## config.mk

```make
export PLATFORM = sky130hd
export DESIGN_NAME = fspc_ctrl
export DESIGN_NICKNAME = d
export VERILOG_FILES = /design/src/design/fspc_pkg.sv /design/src/design/fspc_sync.sv /design/src/design/fspc_timer.sv /design/src/design/fspc_ctrl.sv
export SDC_FILE = /design/constraint.sdc
export NUM_CORES = 1
export LEC_CHECK = 0
export ABC_AREA = 1
export ABC_CLOCK_PERIOD_IN_PS = 7900
export BUFFER_PORTS_ARGS = -buffer_cell sky130_fd_sc_hd__buf_2
export CAP_MARGIN = 25
export CORE_MARGIN = 4
export CORE_UTILIZATION = 45
export CTS_BUF_LIST = sky130_fd_sc_hd__clkbuf_4
export DETAILED_ROUTE_END_ITERATION = 8
export HOLD_SLACK_MARGIN = 0.05
export PLACE_DENSITY = 0.66
export REMOVE_ABC_BUFFERS = 1
export SLEW_MARGIN = 30
export SYNTH_ARGS = -nofsm -noshare
export SYNTH_HDL_FRONTEND = slang
export SYNTH_SLANG_ARGS = --single-unit
```

## constraint.sdc

```tcl
create_clock -name core_clk_i -period 7.9 [get_ports core_clk_i]
set_input_delay 0.79 -clock core_clk_i [delete_from_list [all_inputs] [get_ports core_clk_i]]
set_output_delay 0.79 -clock core_clk_i [all_outputs]
set_load 0.1 [all_outputs]
```

## src/design/fspc_pkg.sv

```systemverilog
// constants for the flash self-programming controller
package fspc_pkg;

  // ****************************************
  // register offsets (byte addresses)
  // ****************************************
  localparam logic [7:0] OFS_PTR    = 8'h00;
  localparam logic [7:0] OFS_LATCH  = 8'h04;
  localparam logic [7:0] OFS_CTRL   = 8'h08;
  localparam logic [7:0] OFS_KEY    = 8'h0C;
  localparam logic [7:0] OFS_TBLOP  = 8'h10;
  localparam logic [7:0] OFS_STATUS = 8'h14;

  // ****************************************
  // mem_control_reg bit positions
  // ****************************************
  localparam int CTL_PROG_SPACE = 7;
  localparam int CTL_CFG_SPACE  = 6;
  localparam int CTL_ROW_ERASE  = 4;
  localparam int CTL_WR_ERR     = 3;
  localparam int CTL_WRITE_ENABLE_BIT       = 2;
  localparam int CTL_GO         = 1;

  // ****************************************
  // table op command and status fields
  // ****************************************
  localparam int TOP_WRITE  = 0;
  localparam int TOP_MODE_L = 1;
  localparam int ST_DONE    = 0;
  localparam int ST_BUSY    = 1;
  localparam int ST_KEY_L   = 2;

  // ****************************************
  // widths and geometry
  // ****************************************
  localparam int PTR_W     = 22;
  localparam int PTR_MOD_W = 21;
  localparam int HOLD_N    = 8;
  localparam int HOLD_SEL  = 3;
  localparam int ROW_LSB   = 6;
  localparam int BLK_LSB   = 3;

  // ****************************************
  // unlock key values
  // ****************************************
  localparam logic [7:0] KEY_FIRST  = 8'h55;
  localparam logic [7:0] KEY_SECOND = 8'hAA;

  // ****************************************
  // long write timing
  // ****************************************
  localparam int CLK_PERIOD_NS = 50;
  localparam int LONG_WRITE_NS = 2000000;
  localparam int LONG_WRITE_CYC = LONG_WRITE_NS / CLK_PERIOD_NS;

  typedef enum logic [1:0] {
    PTR_KEEP,
    PTR_POST_INC,
    PTR_POST_DEC,
    PTR_PRE_INC
  } fspc_ptr_mode_t;

  typedef enum logic [1:0] {
    KEY_IDLE,
    KEY_GOT_FIRST,
    KEY_ARMED
  } fspc_key_t;

endpackage : fspc_pkg

```

## src/design/fspc_sync.sv

```systemverilog
// three-stage synchroniser with agreement filter
`timescale 1ns/100ps
module fspc_sync (
  // clock and reset
  input  wire logic core_clk_i,
  input  wire logic rst_i,
  // asynchronous level in, filtered level out
  input  wire logic async_i,
  output logic      level_o
);

  logic q1;
  logic q2;
  logic q3;

  always_ff @(posedge core_clk_i or posedge rst_i) begin
    if (rst_i) begin
      q1 <= 1'b0;
      q2 <= 1'b0;
      q3 <= 1'b0;
    end else begin
      q1 <= async_i;
      q2 <= q1;
      q3 <= q2;
    end
  end

  // change only when second and third stage agree
  always_ff @(posedge core_clk_i or posedge rst_i) begin
    if (rst_i) begin
      level_o <= 1'b0;
    end else if (q2 == q3) begin
      level_o <= q3;
    end
  end

endmodule : fspc_sync

```

## src/design/fspc_timer.sv

```systemverilog
// dedicated nonvolatile write timer
`timescale 1ns/100ps
module fspc_timer #(
  parameter int CYCLES = fspc_pkg::LONG_WRITE_CYC
) (
  // clock and reset
  input  wire logic core_clk_i,
  input  wire logic rst_i,
  // control
  input  wire logic start_i,
  input  wire logic abort_i,
  output logic      done_o
);

  localparam int CW = $clog2(CYCLES + 1);
  localparam logic [CW-1:0] LOAD = CW'(CYCLES - 1);

  logic [CW-1:0] count;
  logic          run;

  always_ff @(posedge core_clk_i or posedge rst_i) begin
    if (rst_i) begin
      count  <= '0;
      run    <= 1'b0;
      done_o <= 1'b0;
    end else begin
      done_o <= 1'b0;
      if (abort_i) begin
        run <= 1'b0;
      end else if (start_i) begin
        count <= LOAD;
        run   <= 1'b1;
      end else if (run) begin
        if (count == '0) begin
          run    <= 1'b0;
          done_o <= 1'b1;
        end else begin
          count <= count - 1'b1;
        end
      end
    end
  end

endmodule : fspc_timer

```

## src/design/fspc_ctrl.sv

```systemverilog
// flash self-programming controller with apb register access
`timescale 1ns/100ps

module fspc_ctrl #(
  parameter int LONG_CYC = fspc_pkg::LONG_WRITE_CYC
) (
  // clock and reset
  input  wire logic        core_clk_i,
  input  wire logic        rst_i,
  // apb slave
  input  wire logic        psel_i,
  input  wire logic        penable_i,
  input  wire logic        pwrite_i,
  input  wire logic [7:0]  paddr_i,
  input  wire logic [31:0] pwdata_i,
  output logic             pready_o,
  output logic [31:0]      prdata_o,
  output logic             pslverr_o,
  // flash array
  output logic [20:0]      flash_addr_o,
  output logic             flash_rd_o,
  input  wire logic [15:0] flash_rdata_i,
  output logic             flash_erase_o,
  output logic             flash_prog_o,
  output logic [63:0]      flash_wdata_o,
  // reset requests from pins, cpu stall
  input  wire logic        mclr_req_i,
  input  wire logic        wdt_req_i,
  output logic             cpu_stall_o
);

  // ****************************************
  // state and storage
  // ****************************************
  typedef enum logic [1:0] {
    S_IDLE,
    S_RD_ADDR,
    S_RD_CAP,
    S_LONG
  } fspc_state_t;

  fspc_state_t            state;
  fspc_pkg::fspc_key_t    key_st;
  logic [fspc_pkg::PTR_W-1:0] table_pointer;
  logic [7:0]             table_latch;
  logic [7:0]             hold [fspc_pkg::HOLD_N];
  logic                   program_space_select;
  logic                   config_space_select;
  logic                   row_erase_select;
  logic                   write_enable_bit;
  logic                   program_go_bit;
  logic                   interrupted_program_flag;
  logic                   nvm_done_flag;
  logic                   taken;
  logic                   byte_hi;
  logic                   mclr_lvl;
  logic                   wdt_lvl;
  logic                   timer_done;

  // ****************************************
  // request decode
  // ****************************************
  logic                   take;
  logic                   wr_take;
  logic                   mapped;
  logic                   go_ok;
  logic                   tbl_take;
  logic                   abort;
  logic                   finish;
  logic [fspc_pkg::PTR_W-1:0] acc_ptr;
  logic [fspc_pkg::PTR_W-1:0] next_ptr;
  fspc_pkg::fspc_ptr_mode_t   mode;

  assign take    = psel_i && !taken && !pready_o && state == S_IDLE;
  assign wr_take = take && pwrite_i;
  assign mapped  = paddr_i == fspc_pkg::OFS_PTR
                || paddr_i == fspc_pkg::OFS_LATCH
                || paddr_i == fspc_pkg::OFS_CTRL
                || paddr_i == fspc_pkg::OFS_KEY
                || paddr_i == fspc_pkg::OFS_TBLOP
                || paddr_i == fspc_pkg::OFS_STATUS;
  assign tbl_take = wr_take && paddr_i == fspc_pkg::OFS_TBLOP;
  assign mode = fspc_pkg::fspc_ptr_mode_t'(
    pwdata_i[fspc_pkg::TOP_MODE_L +: 2]);
  assign abort  = state == S_LONG && (mclr_lvl || wdt_lvl);
  assign finish = state == S_LONG && timer_done && !abort;

  // go accepted only with enable, program space and fresh unlock
  assign go_ok = wr_take && paddr_i == fspc_pkg::OFS_CTRL
              && pwdata_i[fspc_pkg::CTL_GO]
              && pwdata_i[fspc_pkg::CTL_WRITE_ENABLE_BIT]
              && pwdata_i[fspc_pkg::CTL_PROG_SPACE]
              && !pwdata_i[fspc_pkg::CTL_CFG_SPACE]
              && key_st == fspc_pkg::KEY_ARMED;

  // pre-increment uses the moved pointer for the access
  always_comb begin
    acc_ptr  = table_pointer;
    next_ptr = table_pointer;
    unique case (mode)
      fspc_pkg::PTR_KEEP: begin
        next_ptr = table_pointer;
      end
      fspc_pkg::PTR_POST_INC, fspc_pkg::PTR_PRE_INC: begin
        next_ptr[fspc_pkg::PTR_MOD_W-1:0] =
          table_pointer[fspc_pkg::PTR_MOD_W-1:0] + 1'b1;
      end
      fspc_pkg::PTR_POST_DEC: begin
        next_ptr[fspc_pkg::PTR_MOD_W-1:0] =
          table_pointer[fspc_pkg::PTR_MOD_W-1:0] - 1'b1;
      end
    endcase
    if (mode == fspc_pkg::PTR_PRE_INC) begin
      acc_ptr = next_ptr;
    end
  end

  // ****************************************
  // reset request synchronisers
  // ****************************************
  fspc_sync u_sync_mclr (
    .core_clk_i (core_clk_i),
    .rst_i      (rst_i),
    .async_i    (mclr_req_i),
    .level_o    (mclr_lvl)
  );

  fspc_sync u_sync_wdt (
    .core_clk_i (core_clk_i),
    .rst_i      (rst_i),
    .async_i    (wdt_req_i),
    .level_o    (wdt_lvl)
  );

  // ****************************************
  // long write timer
  // ****************************************
  fspc_timer #(
    .CYCLES (LONG_CYC)
  ) u_timer (
    .core_clk_i (core_clk_i),
    .rst_i      (rst_i),
    .start_i    (go_ok),
    .abort_i    (abort),
    .done_o     (timer_done)
  );

  // ****************************************
  // sequencer
  // ****************************************
  always_ff @(posedge core_clk_i or posedge rst_i) begin
    if (rst_i) begin
      state <= S_IDLE;
    end else begin
      unique case (state)
        S_IDLE: begin
          if (go_ok) begin
            state <= S_LONG;
          end else if (tbl_take && !pwdata_i[fspc_pkg::TOP_WRITE]) begin
            state <= S_RD_ADDR;
          end
        end
        S_RD_ADDR: begin
          state <= S_RD_CAP;
        end
        S_RD_CAP: begin
          state <= S_IDLE;
        end
        S_LONG: begin
          if (finish || abort) begin
            state <= S_IDLE;
          end
        end
      endcase
    end
  end

  // ****************************************
  // apb handshake
  // ****************************************
  always_ff @(posedge core_clk_i or posedge rst_i) begin
    if (rst_i) begin
      taken     <= 1'b0;
      pready_o  <= 1'b0;
      pslverr_o <= 1'b0;
    end else begin
      if (pready_o) begin
        taken <= 1'b0;
      end else if (take) begin
        taken <= 1'b1;
      end
      // go answers only when the long write ends
      pready_o <= (take && !go_ok
                   && !(tbl_take && !pwdata_i[fspc_pkg::TOP_WRITE]))
               || state == S_RD_CAP || finish || abort;
      if (take) begin
        pslverr_o <= !mapped;
      end else if (pready_o) begin
        pslverr_o <= 1'b0;
      end
    end
  end

  // read data
  always_ff @(posedge core_clk_i or posedge rst_i) begin
    if (rst_i) begin
      prdata_o <= 32'h00000000;
    end else if (take && !pwrite_i) begin
      prdata_o <= 32'h00000000;
      unique case (paddr_i)
        fspc_pkg::OFS_PTR: begin
          prdata_o[fspc_pkg::PTR_W-1:0] <= table_pointer;
        end
        fspc_pkg::OFS_LATCH: begin
          prdata_o[7:0] <= table_latch;
        end
        fspc_pkg::OFS_CTRL: begin
          prdata_o[fspc_pkg::CTL_PROG_SPACE] <= program_space_select;
          prdata_o[fspc_pkg::CTL_CFG_SPACE]  <= config_space_select;
          prdata_o[fspc_pkg::CTL_ROW_ERASE]  <= row_erase_select;
          prdata_o[fspc_pkg::CTL_WR_ERR]     <= interrupted_program_flag;
          prdata_o[fspc_pkg::CTL_WRITE_ENABLE_BIT]       <= write_enable_bit;
          prdata_o[fspc_pkg::CTL_GO]         <= program_go_bit;
        end
        fspc_pkg::OFS_STATUS: begin
          prdata_o[fspc_pkg::ST_DONE] <= nvm_done_flag;
          prdata_o[fspc_pkg::ST_BUSY] <= state == S_LONG;
          prdata_o[fspc_pkg::ST_KEY_L +: 2] <= key_st;
        end
        default: begin
          prdata_o <= 32'h00000000;
        end
      endcase
    end
  end

  // ****************************************
  // unlock key sequencer
  // ****************************************
  always_ff @(posedge core_clk_i or posedge rst_i) begin
    if (rst_i) begin
      key_st <= fspc_pkg::KEY_IDLE;
    end else if (wr_take) begin
      if (paddr_i != fspc_pkg::OFS_KEY) begin
        key_st <= fspc_pkg::KEY_IDLE;
      end else if (pwdata_i[7:0] == fspc_pkg::KEY_FIRST) begin
        key_st <= fspc_pkg::KEY_GOT_FIRST;
      end else if (pwdata_i[7:0] == fspc_pkg::KEY_SECOND
                   && key_st == fspc_pkg::KEY_GOT_FIRST) begin
        key_st <= fspc_pkg::KEY_ARMED;
      end else begin
        key_st <= fspc_pkg::KEY_IDLE;
      end
    end
  end

  // ****************************************
  // table pointer
  // ****************************************
  always_ff @(posedge core_clk_i or posedge rst_i) begin
    if (rst_i) begin
      table_pointer <= '0;
      byte_hi       <= 1'b0;
    end else if (wr_take && paddr_i == fspc_pkg::OFS_PTR) begin
      table_pointer <= pwdata_i[fspc_pkg::PTR_W-1:0];
    end else if (tbl_take) begin
      table_pointer <= next_ptr;
      byte_hi       <= acc_ptr[0];
    end
  end

  // ****************************************
  // table latch and holding registers
  // ****************************************
  always_ff @(posedge core_clk_i or posedge rst_i) begin
    if (rst_i) begin
      table_latch <= 8'h00;
    end else if (wr_take && paddr_i == fspc_pkg::OFS_LATCH) begin
      table_latch <= pwdata_i[7:0];
    end else if (state == S_RD_CAP) begin
      table_latch <= byte_hi ? flash_rdata_i[15:8]
                             : flash_rdata_i[7:0];
    end
  end

  // requests are only taken in idle, so holding stays put
  always_ff @(posedge core_clk_i or posedge rst_i) begin
    if (rst_i) begin
      for (int i = 0; i < fspc_pkg::HOLD_N; i++) begin
        hold[i] <= 8'hFF;
      end
    end else if (tbl_take && pwdata_i[fspc_pkg::TOP_WRITE]) begin
      hold[acc_ptr[fspc_pkg::HOLD_SEL-1:0]] <= table_latch;
    end
  end

  // ****************************************
  // mem_control_reg
  // ****************************************
  always_ff @(posedge core_clk_i or posedge rst_i) begin
    if (rst_i) begin
      program_space_select <= 1'b0;
      config_space_select  <= 1'b0;
      row_erase_select     <= 1'b0;
      write_enable_bit     <= 1'b0;
      program_go_bit       <= 1'b0;
    end else begin
      if (wr_take && paddr_i == fspc_pkg::OFS_CTRL) begin
        program_space_select <= pwdata_i[fspc_pkg::CTL_PROG_SPACE];
        config_space_select  <= pwdata_i[fspc_pkg::CTL_CFG_SPACE];
        row_erase_select     <= pwdata_i[fspc_pkg::CTL_ROW_ERASE];
        write_enable_bit     <= pwdata_i[fspc_pkg::CTL_WRITE_ENABLE_BIT];
      end
      if (go_ok) begin
        program_go_bit <= 1'b1;
      end else if (finish || abort) begin
        program_go_bit   <= 1'b0;
        row_erase_select <= 1'b0;
      end
    end
  end

  // sticky flags; a hardware set wins over a software clear
  always_ff @(posedge core_clk_i or posedge rst_i) begin
    if (rst_i) begin
      nvm_done_flag            <= 1'b0;
      interrupted_program_flag <= 1'b0;
    end else begin
      if (finish) begin
        nvm_done_flag <= 1'b1;
      end else if (wr_take && paddr_i == fspc_pkg::OFS_STATUS
                   && pwdata_i[fspc_pkg::ST_DONE]) begin
        nvm_done_flag <= 1'b0;
      end
      if (abort) begin
        interrupted_program_flag <= 1'b1;
      end else if (wr_take && paddr_i == fspc_pkg::OFS_CTRL
                   && !pwdata_i[fspc_pkg::CTL_WR_ERR]) begin
        interrupted_program_flag <= 1'b0;
      end
    end
  end

  // ****************************************
  // flash array drive
  // ****************************************
  always_ff @(posedge core_clk_i or posedge rst_i) begin
    if (rst_i) begin
      flash_addr_o  <= '0;
      flash_rd_o    <= 1'b0;
      flash_erase_o <= 1'b0;
      flash_prog_o  <= 1'b0;
      cpu_stall_o   <= 1'b0;
    end else begin
      flash_rd_o <= 1'b0;
      if (go_ok) begin
        cpu_stall_o <= 1'b1;
        if (pwdata_i[fspc_pkg::CTL_ROW_ERASE]) begin
          flash_erase_o <= 1'b1;
          flash_addr_o  <= {table_pointer[fspc_pkg::PTR_W-1:
                                          fspc_pkg::ROW_LSB],
                            {(fspc_pkg::ROW_LSB-1){1'b0}}};
        end else begin
          flash_prog_o <= 1'b1;
          flash_addr_o <= {table_pointer[fspc_pkg::PTR_W-1:
                                         fspc_pkg::BLK_LSB],
                           {(fspc_pkg::BLK_LSB-1){1'b0}}};
        end
      end else if (finish || abort) begin
        cpu_stall_o   <= 1'b0;
        flash_erase_o <= 1'b0;
        flash_prog_o  <= 1'b0;
      end else if (tbl_take && !pwdata_i[fspc_pkg::TOP_WRITE]) begin
        flash_rd_o   <= 1'b1;
        flash_addr_o <= acc_ptr[fspc_pkg::PTR_W-1:1];
      end
    end
  end

  // holding bytes in address order, byte 0 lowest
  always_ff @(posedge core_clk_i or posedge rst_i) begin
    if (rst_i) begin
      flash_wdata_o <= '1;
    end else begin
      for (int i = 0; i < fspc_pkg::HOLD_N; i++) begin
        flash_wdata_o[i*8 +: 8] <= hold[i];
      end
    end
  end

endmodule : fspc_ctrl

```

==> results of run 1 <==
-- final cells by class --
type | instances | area (sq um) | area share [%]
diodes | 2 | 5.005 | 0.03788
clock buffers | 91 | 683.2 | 5.170
inverters | 134 | 515.5 | 3.901
well taps | 324 | 405.4 | 3.068
repair buffers | 168 | 850.8 | 6.439
clock inverters | 22 | 187.7 | 1.420
flip-flops and latches | 245 | 6291 | 47.61
multi-input cells | 893 | 4275 | 32.35
-- layout by cell type (no fill, tap or decap), types with 8 or more instances in the layout --
cell	count
dfstp_2	128
nor3_1	8
a21oi_1	28
conb_1	10
o21ai_0	95
xor2_1	8
nor2_1	90
nand4_1	13
dfrtp_1	117
nand2_1	373
nand2_2	10
a22oi_1	18
clkbuf_4	91
o221ai_1	10
a41oi_1	12
buf_2	164
inv_1	123
nand3_1	90
inv_2	9
o21ai_1	67
clkinv_1	11
-- metrics by stage --
| stage | utilization (%) | worst slack [ps] | hold slack, ps | cells |
|---|---|---|---|---|
| global placement | 50.24 | 4037 | 335.7 | 1764 |
| detailed placement | 50.24 | 3934 | 337.1 | 1764 |
| floorplan | - | 592.0 | 331.2 | 1272 |
| finish | 53.86 | 4516 | 203.5 | 1879 |
| CTS | 53.79 | 4599 | 174.8 | 1877 |
| global route | 53.86 | 4224 | 181.5 | 1879 |
-- power groups by stage --
stage          Sequential (W)  Combinational [W]  Clock, W
6_report              0.00130           0.000262   0.00117
5_1_grt               0.00130           0.000287   0.00128
4_1_cts               0.00130           0.000262   0.00121
3_5_place_dp          0.00132           0.000262         0
3_3_place_gp          0.00132           0.000259         0
2_1_floorplan         0.00136           0.000146         0
-- routing by layer --
layer / vias to the layer above / routed length (um)
met3: 50 / 1880
met5: - / 0
met4: 0 / 589
li1: 4750 / -
met2: 319 / 14490
met1: 4702 / 14170
-- sequential cells by signal, indices dropped and copies added (netlist names), 2 cells and up --
register       count
flash_addr_o      21
table_pointer     22
u_timer.count     16
prdata_o          22
key_st             2
flash_wdata_o     64
table_latch        8
state              2
hold              64
-- kinds of logic (layout without fill, tap and decap cells) --
| kind of cell | count (synthesis) | after routing |
|---|---|---|
| xor+xnor | 9 | 9 |
| other cells | 1 | 12 |
| fa+ha+maj | 4 | 4 |
| compound gates | 250 | 250 |
| simple gates | 620 | 620 |
| flops | 245 | 245 |
| buf+inv | 186 | 415 |
-- worst max-delay path by stage --
stage / from / to / slack, ps / depth (start not counted)
finish: pwdata_i[2] / hold[40] / 4520 / 16
global route: pwdata_i[1] / hold[41] / 4220 / 17
CTS: pwdata_i[2] / hold[40] / 4600 / 16
detailed placement: pwdata_i[2] / hold[40] / 3930 / 16
global placement: pwdata_i[1] / hold[40] / 4040 / 13
floorplan: rst_i / byte_hi / 590 / 1
==> metrics.csv, run 1 <==
metric,value,unit
htree_levels,3,
p_leak,6.470,nW
finalInstanceArea,13210,sq um
yosysTopAreaCellShare,29.70,%
swShare,27.79,%
p_per_area,206.9,nW/um^2
max_stage_delay,630,ps
synth_xor_area_share,0.6960,%
core_area,24530,sq um
power.total,0.002734,W
worst_slew_pin_slew,924.5,ps
cpMostUsedCell,nand2_1,
path_delay_family,simple AND/OR/NAND/NOR gates,
start_kind,primary input,
die_y,166.6,um
synth_edf_count,0,
critPathSlowestCell,nand2_2,
synth.top_cells.by_area,"dfstp_2 (30%), dfrtp_1 (26%), nand2_1 (12%), o21ai_0 (4.2%), inv_1 (4.1%)",
use_met1,29.93,%
yosysTopAreaCell,dfstp_2,
die-area,27770,sq um
routed_wl,31130,um
gp_congestion,0.9398,
p_comb_share,9.6,%
r2r-start,state[1],
clkTransAtPathRegs,70,ps
cp-end-kind,flop,
yosysWarnings,0,
drv_slew,0,
syn_area,11330,sq um
final-setup-viol-count,0,
gr-usage-met3,5.072,%
worst_r2r_path_depth,10,
synth_top_family_by_area,simple AND/OR/NAND/NOR gates,
clockBufferDepth,3,
clkSinkCount,245,
dp_hpwl,21670,um
root_buffer,clkbuf_4,
ir_worst_vdd,0.09244,mV
cts_tree,done,
synth_compound_area_share,12.67,%
fin_crit,3384,ps
cp_max_fo,41,
cp_data_arrival_time,3940,ps
die_x,166.6,um
drv_cap,0,
insertion_delay,670,ps
synth.distinct_cells,48,
r2r_end,flash_addr_o[4],
hold_violations,0,
hold_buffers,0,
nNetsFinal,1574,
dr.pass1.iters,5,
syn_area_per_cell,8.613,sq um
status,"finished, final reports clean",
fillers,2350,
fin_skew,45.46,ps
grt.busiest_layer,met2,
port_buffers,164,
viasPerCell,5.227,
synth_cells,1315,
route.detailed.drc,0,
drt-initial-drc-count,605,
timing.setup.critical_path_class,in2reg,
crit_chain,buf_2 > nand2_2 > nand2_1 > nand2_1 > inv_1 > ha_1 > inv_1 > nand2_1 > inv_1 > nand3_1 > nand3_1 > o211ai_1 > o21ai_2 > nor2_1 > nand2_1 > o21ai_0,
synth_seq_area_share,55.55,%
fmax,295.5,MHz
drtAntennaViolNets,0,
grt_max_degree,140,
ys.flop_type,dfstp_2,
cp.required,8460,ps
antenna_found_initial,1,
max_slew_margin,38.30,%
synthSimpleGateAreaFrac,23.56,%
synthAdderAreaFrac,0.3977,%
start_util,46.16,%
grt_use_met2,35.95,%
holdCritPathClass,in2async,
via_count,9821,
placed_cell_area,12330,sq um
numCtsBuffers,67,
synthMuxAreaShare,0,%
wl_per_cell,16.57,um
layout_worst_path_cycle_share,42.83,%
synth_common_cells,"nand2_1 (373), dfstp_2 (128), inv_1 (124)",
grt_usage,22.11,%
async_flop_share,100.0,%
synth_seq_cells,245,
rows,57,
seqPwrFrac,47.5,%
area_delta_synth_final,16.67,%
yosysMostFrequentCell,nand2_1,
grt_setup_unrepaired,no,
clockPowerShare,42.9,%
postCtsSetupBuffers,0,
grt_pass1_vias,9465,
overflow,0,
num_io_pins,186,
internal_power,0.001974,W
ctsResizeCount,0,
drive_above_1_share,28.65,%
p_sw,0.0007598,W
grt_pass1_wl,49970,um
cp_num_buf_inv,4,
r2r_slack,5010,ps
final.setup.tns,0,ps
(Power assumes the default switching activity.)
==> run 2: changes to the inputs <==
ABC_CLOCK_PERIOD_IN_PS = 3200   (was 7900)
clock period = 3.2 ns   (was 7.9 ns; I/O delays follow)
==> run 2 against run 1 <==
Net effect:
- sequential power grew 150%
- global-route usage grew 1.0 points
- total power grew 140%
- hold slack lost 110 ps
- sequential share of layout area shrank 1.4 points
- final area grew 2.9%
- largest cell class unchanged
- combinational power grew to 2.7 times the previous value
- count of clock-buffer cells in the layout shrank 1
- via count grew 2.3%
- die area is the same
==> metrics.csv, run 2 (same netlist as run 1, synthesis figures left out) <==
metric,value,unit,change
placedCellCount,1778,,+0.79%
final_cell_mix,"nand2_1 (373), buf_2 (164), dfstp_2 (128)",,
die-area,27770,sq um,unchanged
hp-start,pwdata_i[6],,
area_delta_synth_final,20.11,%,
gp_congestion,0.9576,,+1.9%
grt_pass1_vias,9932,,+4.9%
max_slew_margin,38.94,%,+0.64 points
clkTransAtPathRegs,70,ps,about the same
drv_cap,0,,unchanged
start_kind,flop,,
grt_usage,23.12,%,+1.0 points
drive_above_1_share,28.07,%,-0.58 points
hold_violations,0,,unchanged
nNetsFinal,1626,,+3.3%
htree_levels,3,,unchanged
crit_chain,inv_1 > nand2_1 > nor2_1 > nand3_2 > nor2_4 > inv_1 > o21ai_1 > o221ai_1 > dlygate4sd3_1,,
overflow,0,,unchanged
insertion_delay,690,ps,+20 ps
root_buffer,clkbuf_4,,
drv_slew,0,,unchanged
drt-initial-drc-count,840,,+39%
port_buffers,164,,unchanged
grt_max_degree,95,,-32%
clkSinkCount,245,,unchanged
grt_pass1_wl,52430,um,+4.9%
postCtsSetupBuffers,0,,unchanged
rows,57,,unchanged
r2r-start,state[1],,
fin_skew,60.49,ps,+15.03 ps
routed_wl,32150,um,+3.3%
max_stage_delay,600,ps,-30 ps
cp-end-kind,flop,,
finalWorstSetupSlack,509.0,ps,-4007 ps
drtAntennaViolNets,0,,unchanged
path_delay_family,buffers and inverters,,
timing.setup.critical_path_class,reg2reg,,
grt_setup_unrepaired,no,,
cpMostUsedCell,inv_1,,
cp_max_fo,8,,-80%
holdCritPathClass,in2reg,,
cp_data_arrival_time,3230,ps,-710 ps
dp_hpwl,22620,um,+4.4%
core_area,24530,sq um,unchanged
route.detailed.drc,0,,unchanged
final-setup-viol-count,0,,unchanged
start_util,46.16,%,unchanged
p_per_area,477.9,nW/um^2,+130%
cp.required,3740,ps,-4720 ps
ir_worst_vdd,0.2205,mV,+140%
viasPerCell,5.211,,-0.31%
die_y,166.6,um,unchanged
cp_num_buf_inv,3,,-1
die_x,166.6,um,unchanged
fillers,2328,,-0.94%
clockBufferDepth,3,,unchanged
top_regs,"flash_wdata_o (64), hold (64)",,
numCtsBuffers,66,,-1.5%
via_count,10050,,+2.3%
hold_slack,93.91,ps,-109.6 ps
final_common_cell,nand2_1,,
cts_tree,done,,
fmax,371.6,MHz,
place_worst_setup_slack,495.2,ps,-3439 ps
status,"finished, final reports clean",,
antenna_found_initial,1,,unchanged
p_leak,6.664,nW,+3.0%
power.total,0.006500,W,+140%
setup.worst_path.start,state[1],,
fin_cells,1928,,+2.6%
critPathSlowestCell,dlygate4sd3_1,,
dr.pass1.iters,5,,unchanged
layout_worst_path_cycle_share,84.09,%,
worst_slew_pin_slew,912.5,ps,-11.92 ps
num_io_pins,186,,unchanged
fin_crit,2691,ps,
wl_per_cell,16.68,um,+0.67%
run 2: cell types whose count changed in the layout (fill, tap and decap cells not counted), moves of 2 or more:
cell / before / now
clkinvlp_4: 0 / 2
nor2_1: 90 / 92
dlygate4sd3_1: 0 / 39
clkinv_2: 5 / 1
bufinv_16: 3 / 0
clkinv_1: 11 / 15
buf_4: 4 / 17
run 2: cell type report:
type / instances / area, sq um / share of cell area (%)
Antenna cell: 1 / 2.502 / 0.01840
Clock buffer: 90 / 675.6 / 4.967
Clock inverter: 20 / 93.84 / 0.6898
Inverter: 134 / 510.5 / 3.753
Multi-Input combinational cell: 893 / 4265 / 31.36
Sequential cell: 245 / 6291 / 46.25
Tap cell: 324 / 405.4 / 2.980
Timing Repair Buffer: 221 / 1359 / 9.989
run 2: metrics by stage:
step | util, % | TNS [ps] | area (sq um)
final | 55.45 | 0 | 13600
after global routing | 55.45 | 0 | 13600
after CTS | 55.44 | 0 | 13600
after detailed placement | 50.71 | 0 | 12440
after global placement | 50.71 | 0 | 12440
after floorplan | - | -655230 | 11060
run 2: worst paths after layout:
path	endpoint	slack (ps)	cells after the start
setup / recovery	table_latch[3]	510	9
hold / removal	config_space_select	90	3
setup reg to reg	table_latch[3]	510	9
hold reg to reg	flash_wdata_o[2]	350	0
max in group asynchronous	hold[24]	1940	4
min in group asynchronous	table_latch[4]	290	3
run 2: timing repair:
action | in CTS | in global routing
gates resized for setup | 0 | 0
hold endpoints to repair | 100 | 0
hold buffers | 39 | 0
run 2: per-layer routing:
layer	share of wire, %	track usage [%]	wire length [um]	vias to the layer above
met3	6.8	4.693	2202	60
li1	-	-	-	4849
met2	46	36.48	14870	350
met5	0	0	0	-
met1	44	31.62	14210	4787
met4	2.7	9.072	861	0
run 2: worst min-delay path: stages:
cell	delay, ps
buf_2	180
inv_1	120
o21ai_0	90
run 2: power breakdown:
group          switching (W)  leakage (nW)  internal [W]
clock network        0.00129         0.455       0.00131
registers          0.0000476          2.86       0.00316
logic               0.000523          3.35      0.000173
==> run 3: changes to the inputs <==
ABC_CLOCK_PERIOD_IN_PS = 2750   (was 3200)
clock period = 2.75 ns   (was 3.2 ns; I/O delays follow)
==> run 3 against run 2 <==
Net effect:
- register-to-register slack worse by 230 ps
- largest power group unchanged
- setup slack worse by 230 ps
- critical endpoint is now hold[41]
- via count is 1.1% higher
- largest cell class unchanged
- routed wire length increased by 0.67%
- hold slack lost 24 ps
==> metrics.csv, run 3 (same netlist as run 1, synthesis figures left out) <==
metric,value,unit,change
overflow,0,,unchanged
rows,57,,unchanged
finalInstanceArea,13850,sq um,+1.8%
r2r-start,table_pointer[1],,
p_leak,6.794,nW,+1.9%
grt_max_degree,100,,+5.3%
numCtsBuffers,68,,+3.0%
dp_hpwl,22770,um,+0.66%
die_y,166.6,um,unchanged
viasPerCell,5.214,,about the same
start_util,46.16,%,unchanged
fmax,405.4,MHz,+9.1%
routed_wl,32370,um,+0.67%
hp-start,paddr_i[1],,
htree_levels,3,,unchanged
via_count,10150,,+1.1%
num_io_pins,186,,unchanged
finalWorstSetupSlack,283.0,ps,-226.0 ps
drive_above_1_share,29.22,%,+1.2 points
status,"finished, final reports clean",,
cp-end-kind,flop,,
fin_cells,1947,,+0.99%
cp_max_fo,16,,+8
power.total,0.007906,W,+22%
dr.pass1.iters,6,,+1
final-setup-viol-count,0,,unchanged
start_kind,flop,,
max_stage_delay,450,ps,-150 ps
drv_cap,0,,unchanged
timing.setup.critical_path_class,reg2reg,,
cts_tree,done,,
grt_pass1_wl,52280,um,-0.28%
p_per_area,570.9,nW/um^2,+19%
root_buffer,clkbuf_4,,
place_worst_setup_slack,62.04,ps,-433.1 ps
grt_usage,23.06,%,-0.058 points
insertion_delay,680,ps,about the same
antenna_found_initial,1,,unchanged
critPathSlowestCell,dfrtp_1,,
grt_pass1_vias,9971,,+0.39%
worst_slew_pin_slew,952.9,ps,+40.40 ps
placed_cell_area,12520,sq um,+0.62%
area_delta_synth_final,22.27,%,
r2r_slack,280,ps,-230 ps
cpMostUsedCell,inv_1,,
crit_chain,inv_1 > nand2_1 > nand2_1 > inv_1 > ha_1 > inv_1 > o21ai_1 > inv_1 > nor2_1 > nand2_2 > o21ai_0,,
worst_r2r_path_depth,11,,+2
holdCritPathClass,in2reg,,
nNetsFinal,1640,,+0.86%
wl_per_cell,16.62,um,-0.32%
final_common_cell,nand2_1,,
die-area,27770,sq um,unchanged
cp.required,3330,ps,-410 ps
top_regs,"flash_wdata_o (64), hold (64)",,
fin_skew,41.66,ps,-18.82 ps
layout_worst_path_cycle_share,89.71,%,+5.6 points
hold_violations,0,,unchanged
route.detailed.drc,0,,unchanged
port_buffers,164,,unchanged
drv_slew,0,,unchanged
utilization,56.45,%,+1.0 points
clockBufferDepth,3,,unchanged
ir_worst_vdd,0.2995,mV,+36%
clkTransAtPathRegs,60,ps,about the same
hold_depth,4,,+1
cp_data_arrival_time,3050,ps,-180 ps
die_x,166.6,um,unchanged
core_area,24530,sq um,unchanged
drtAntennaViolNets,0,,unchanged
gp_congestion,0.9556,,-0.21%
max_slew_margin,36.24,%,-2.7 points
hold_path_end,key_st[0],,
r2r_end,hold[41],,
fin_crit,2467,ps,-224.0 ps
drt-initial-drc-count,646,,-23%
placedCellCount,1785,,+0.39%
clkSinkCount,245,,unchanged
postCtsSetupBuffers,0,,unchanged
final_cell_mix,"nand2_1 (371), buf_2 (164), dfstp_2 (128)",,
[run 3: cell types whose count changed in the layout (fill, tap and decap cells not counted), moves of 2 or more]
cell,change
nand2_1,-2
nand2_2,+2
inv_2,-2
clkinv_1,-6
buf_12,+2
clkbuf_4,+11
buf_4,+5
dlygate4sd3_1,+5
inv_6,+4
[run 3: cell type report]
cell class / count / area (sq um)
inverters: 134 / 510.5
clock inverters: 16 / 117.6
multi-input cells: 893 / 4277
fillers: 2286 / 10690
repair buffers: 233 / 1486
flip-flops and latches: 245 / 6291
diodes: 1 / 2.502
well taps: 324 / 405.4
clock buffers: 101 / 758.2
[run 3: power breakdown]
part	internal [W]	switching [W]
clock	0.00179	0.00155
sequential	0.00368	0.0000538
combinational	0.000215	0.000611
total	0.00569	0.00222
[run 3: per-layer routing]
metal | wire (um) | GRT usage, %
met1 | 14050 | 30.82
met2 | 15370 | 37.67
met3 | 2148 | 4.835
met4 | 797 | 7.933
met5 | 0 | 0
[run 3: repair_timing]
action / in CTS / in global routing
endpoints found under the hold margin: 98 / 0
hold buffers: 44 / 0
setup endpoints to repair: 0 / 16
gates resized for setup: 0 / 4
[run 3: worst max path at each step]
| stage | cells past startpoint | startpoint | end |
|---|---|---|---|
| after detailed placement | 13 | pwdata_i[1] | hold[41] |
| after floorplan | 1 | rst_i | byte_hi |
| after global routing | 11 | table_pointer[1] | hold[46] |
| after CTS | 9 | state[1] | table_latch[1] |
| after global placement | 13 | pwdata_i[1] | hold[46] |
| final | 11 | table_pointer[1] | hold[41] |
[run 3: metrics by stage]
stage	hold WS (ps)	setup TNS, ps
global route	64.45	-5.322
floorplan	306.4	-758680
detailed placement	336.2	0
CTS	51.39	0
finish	70.00	0
global placement	333.2	0
[run 3: critical path, delay by kind of cell (launching register included)]
kind	cells	cell delay [ps]
AOI/OAI and AO/OA	2	560
adders and majority gates	1	290
buffers and inverters	4	390
DFF	1	450
and+or+nand+nor	4	700
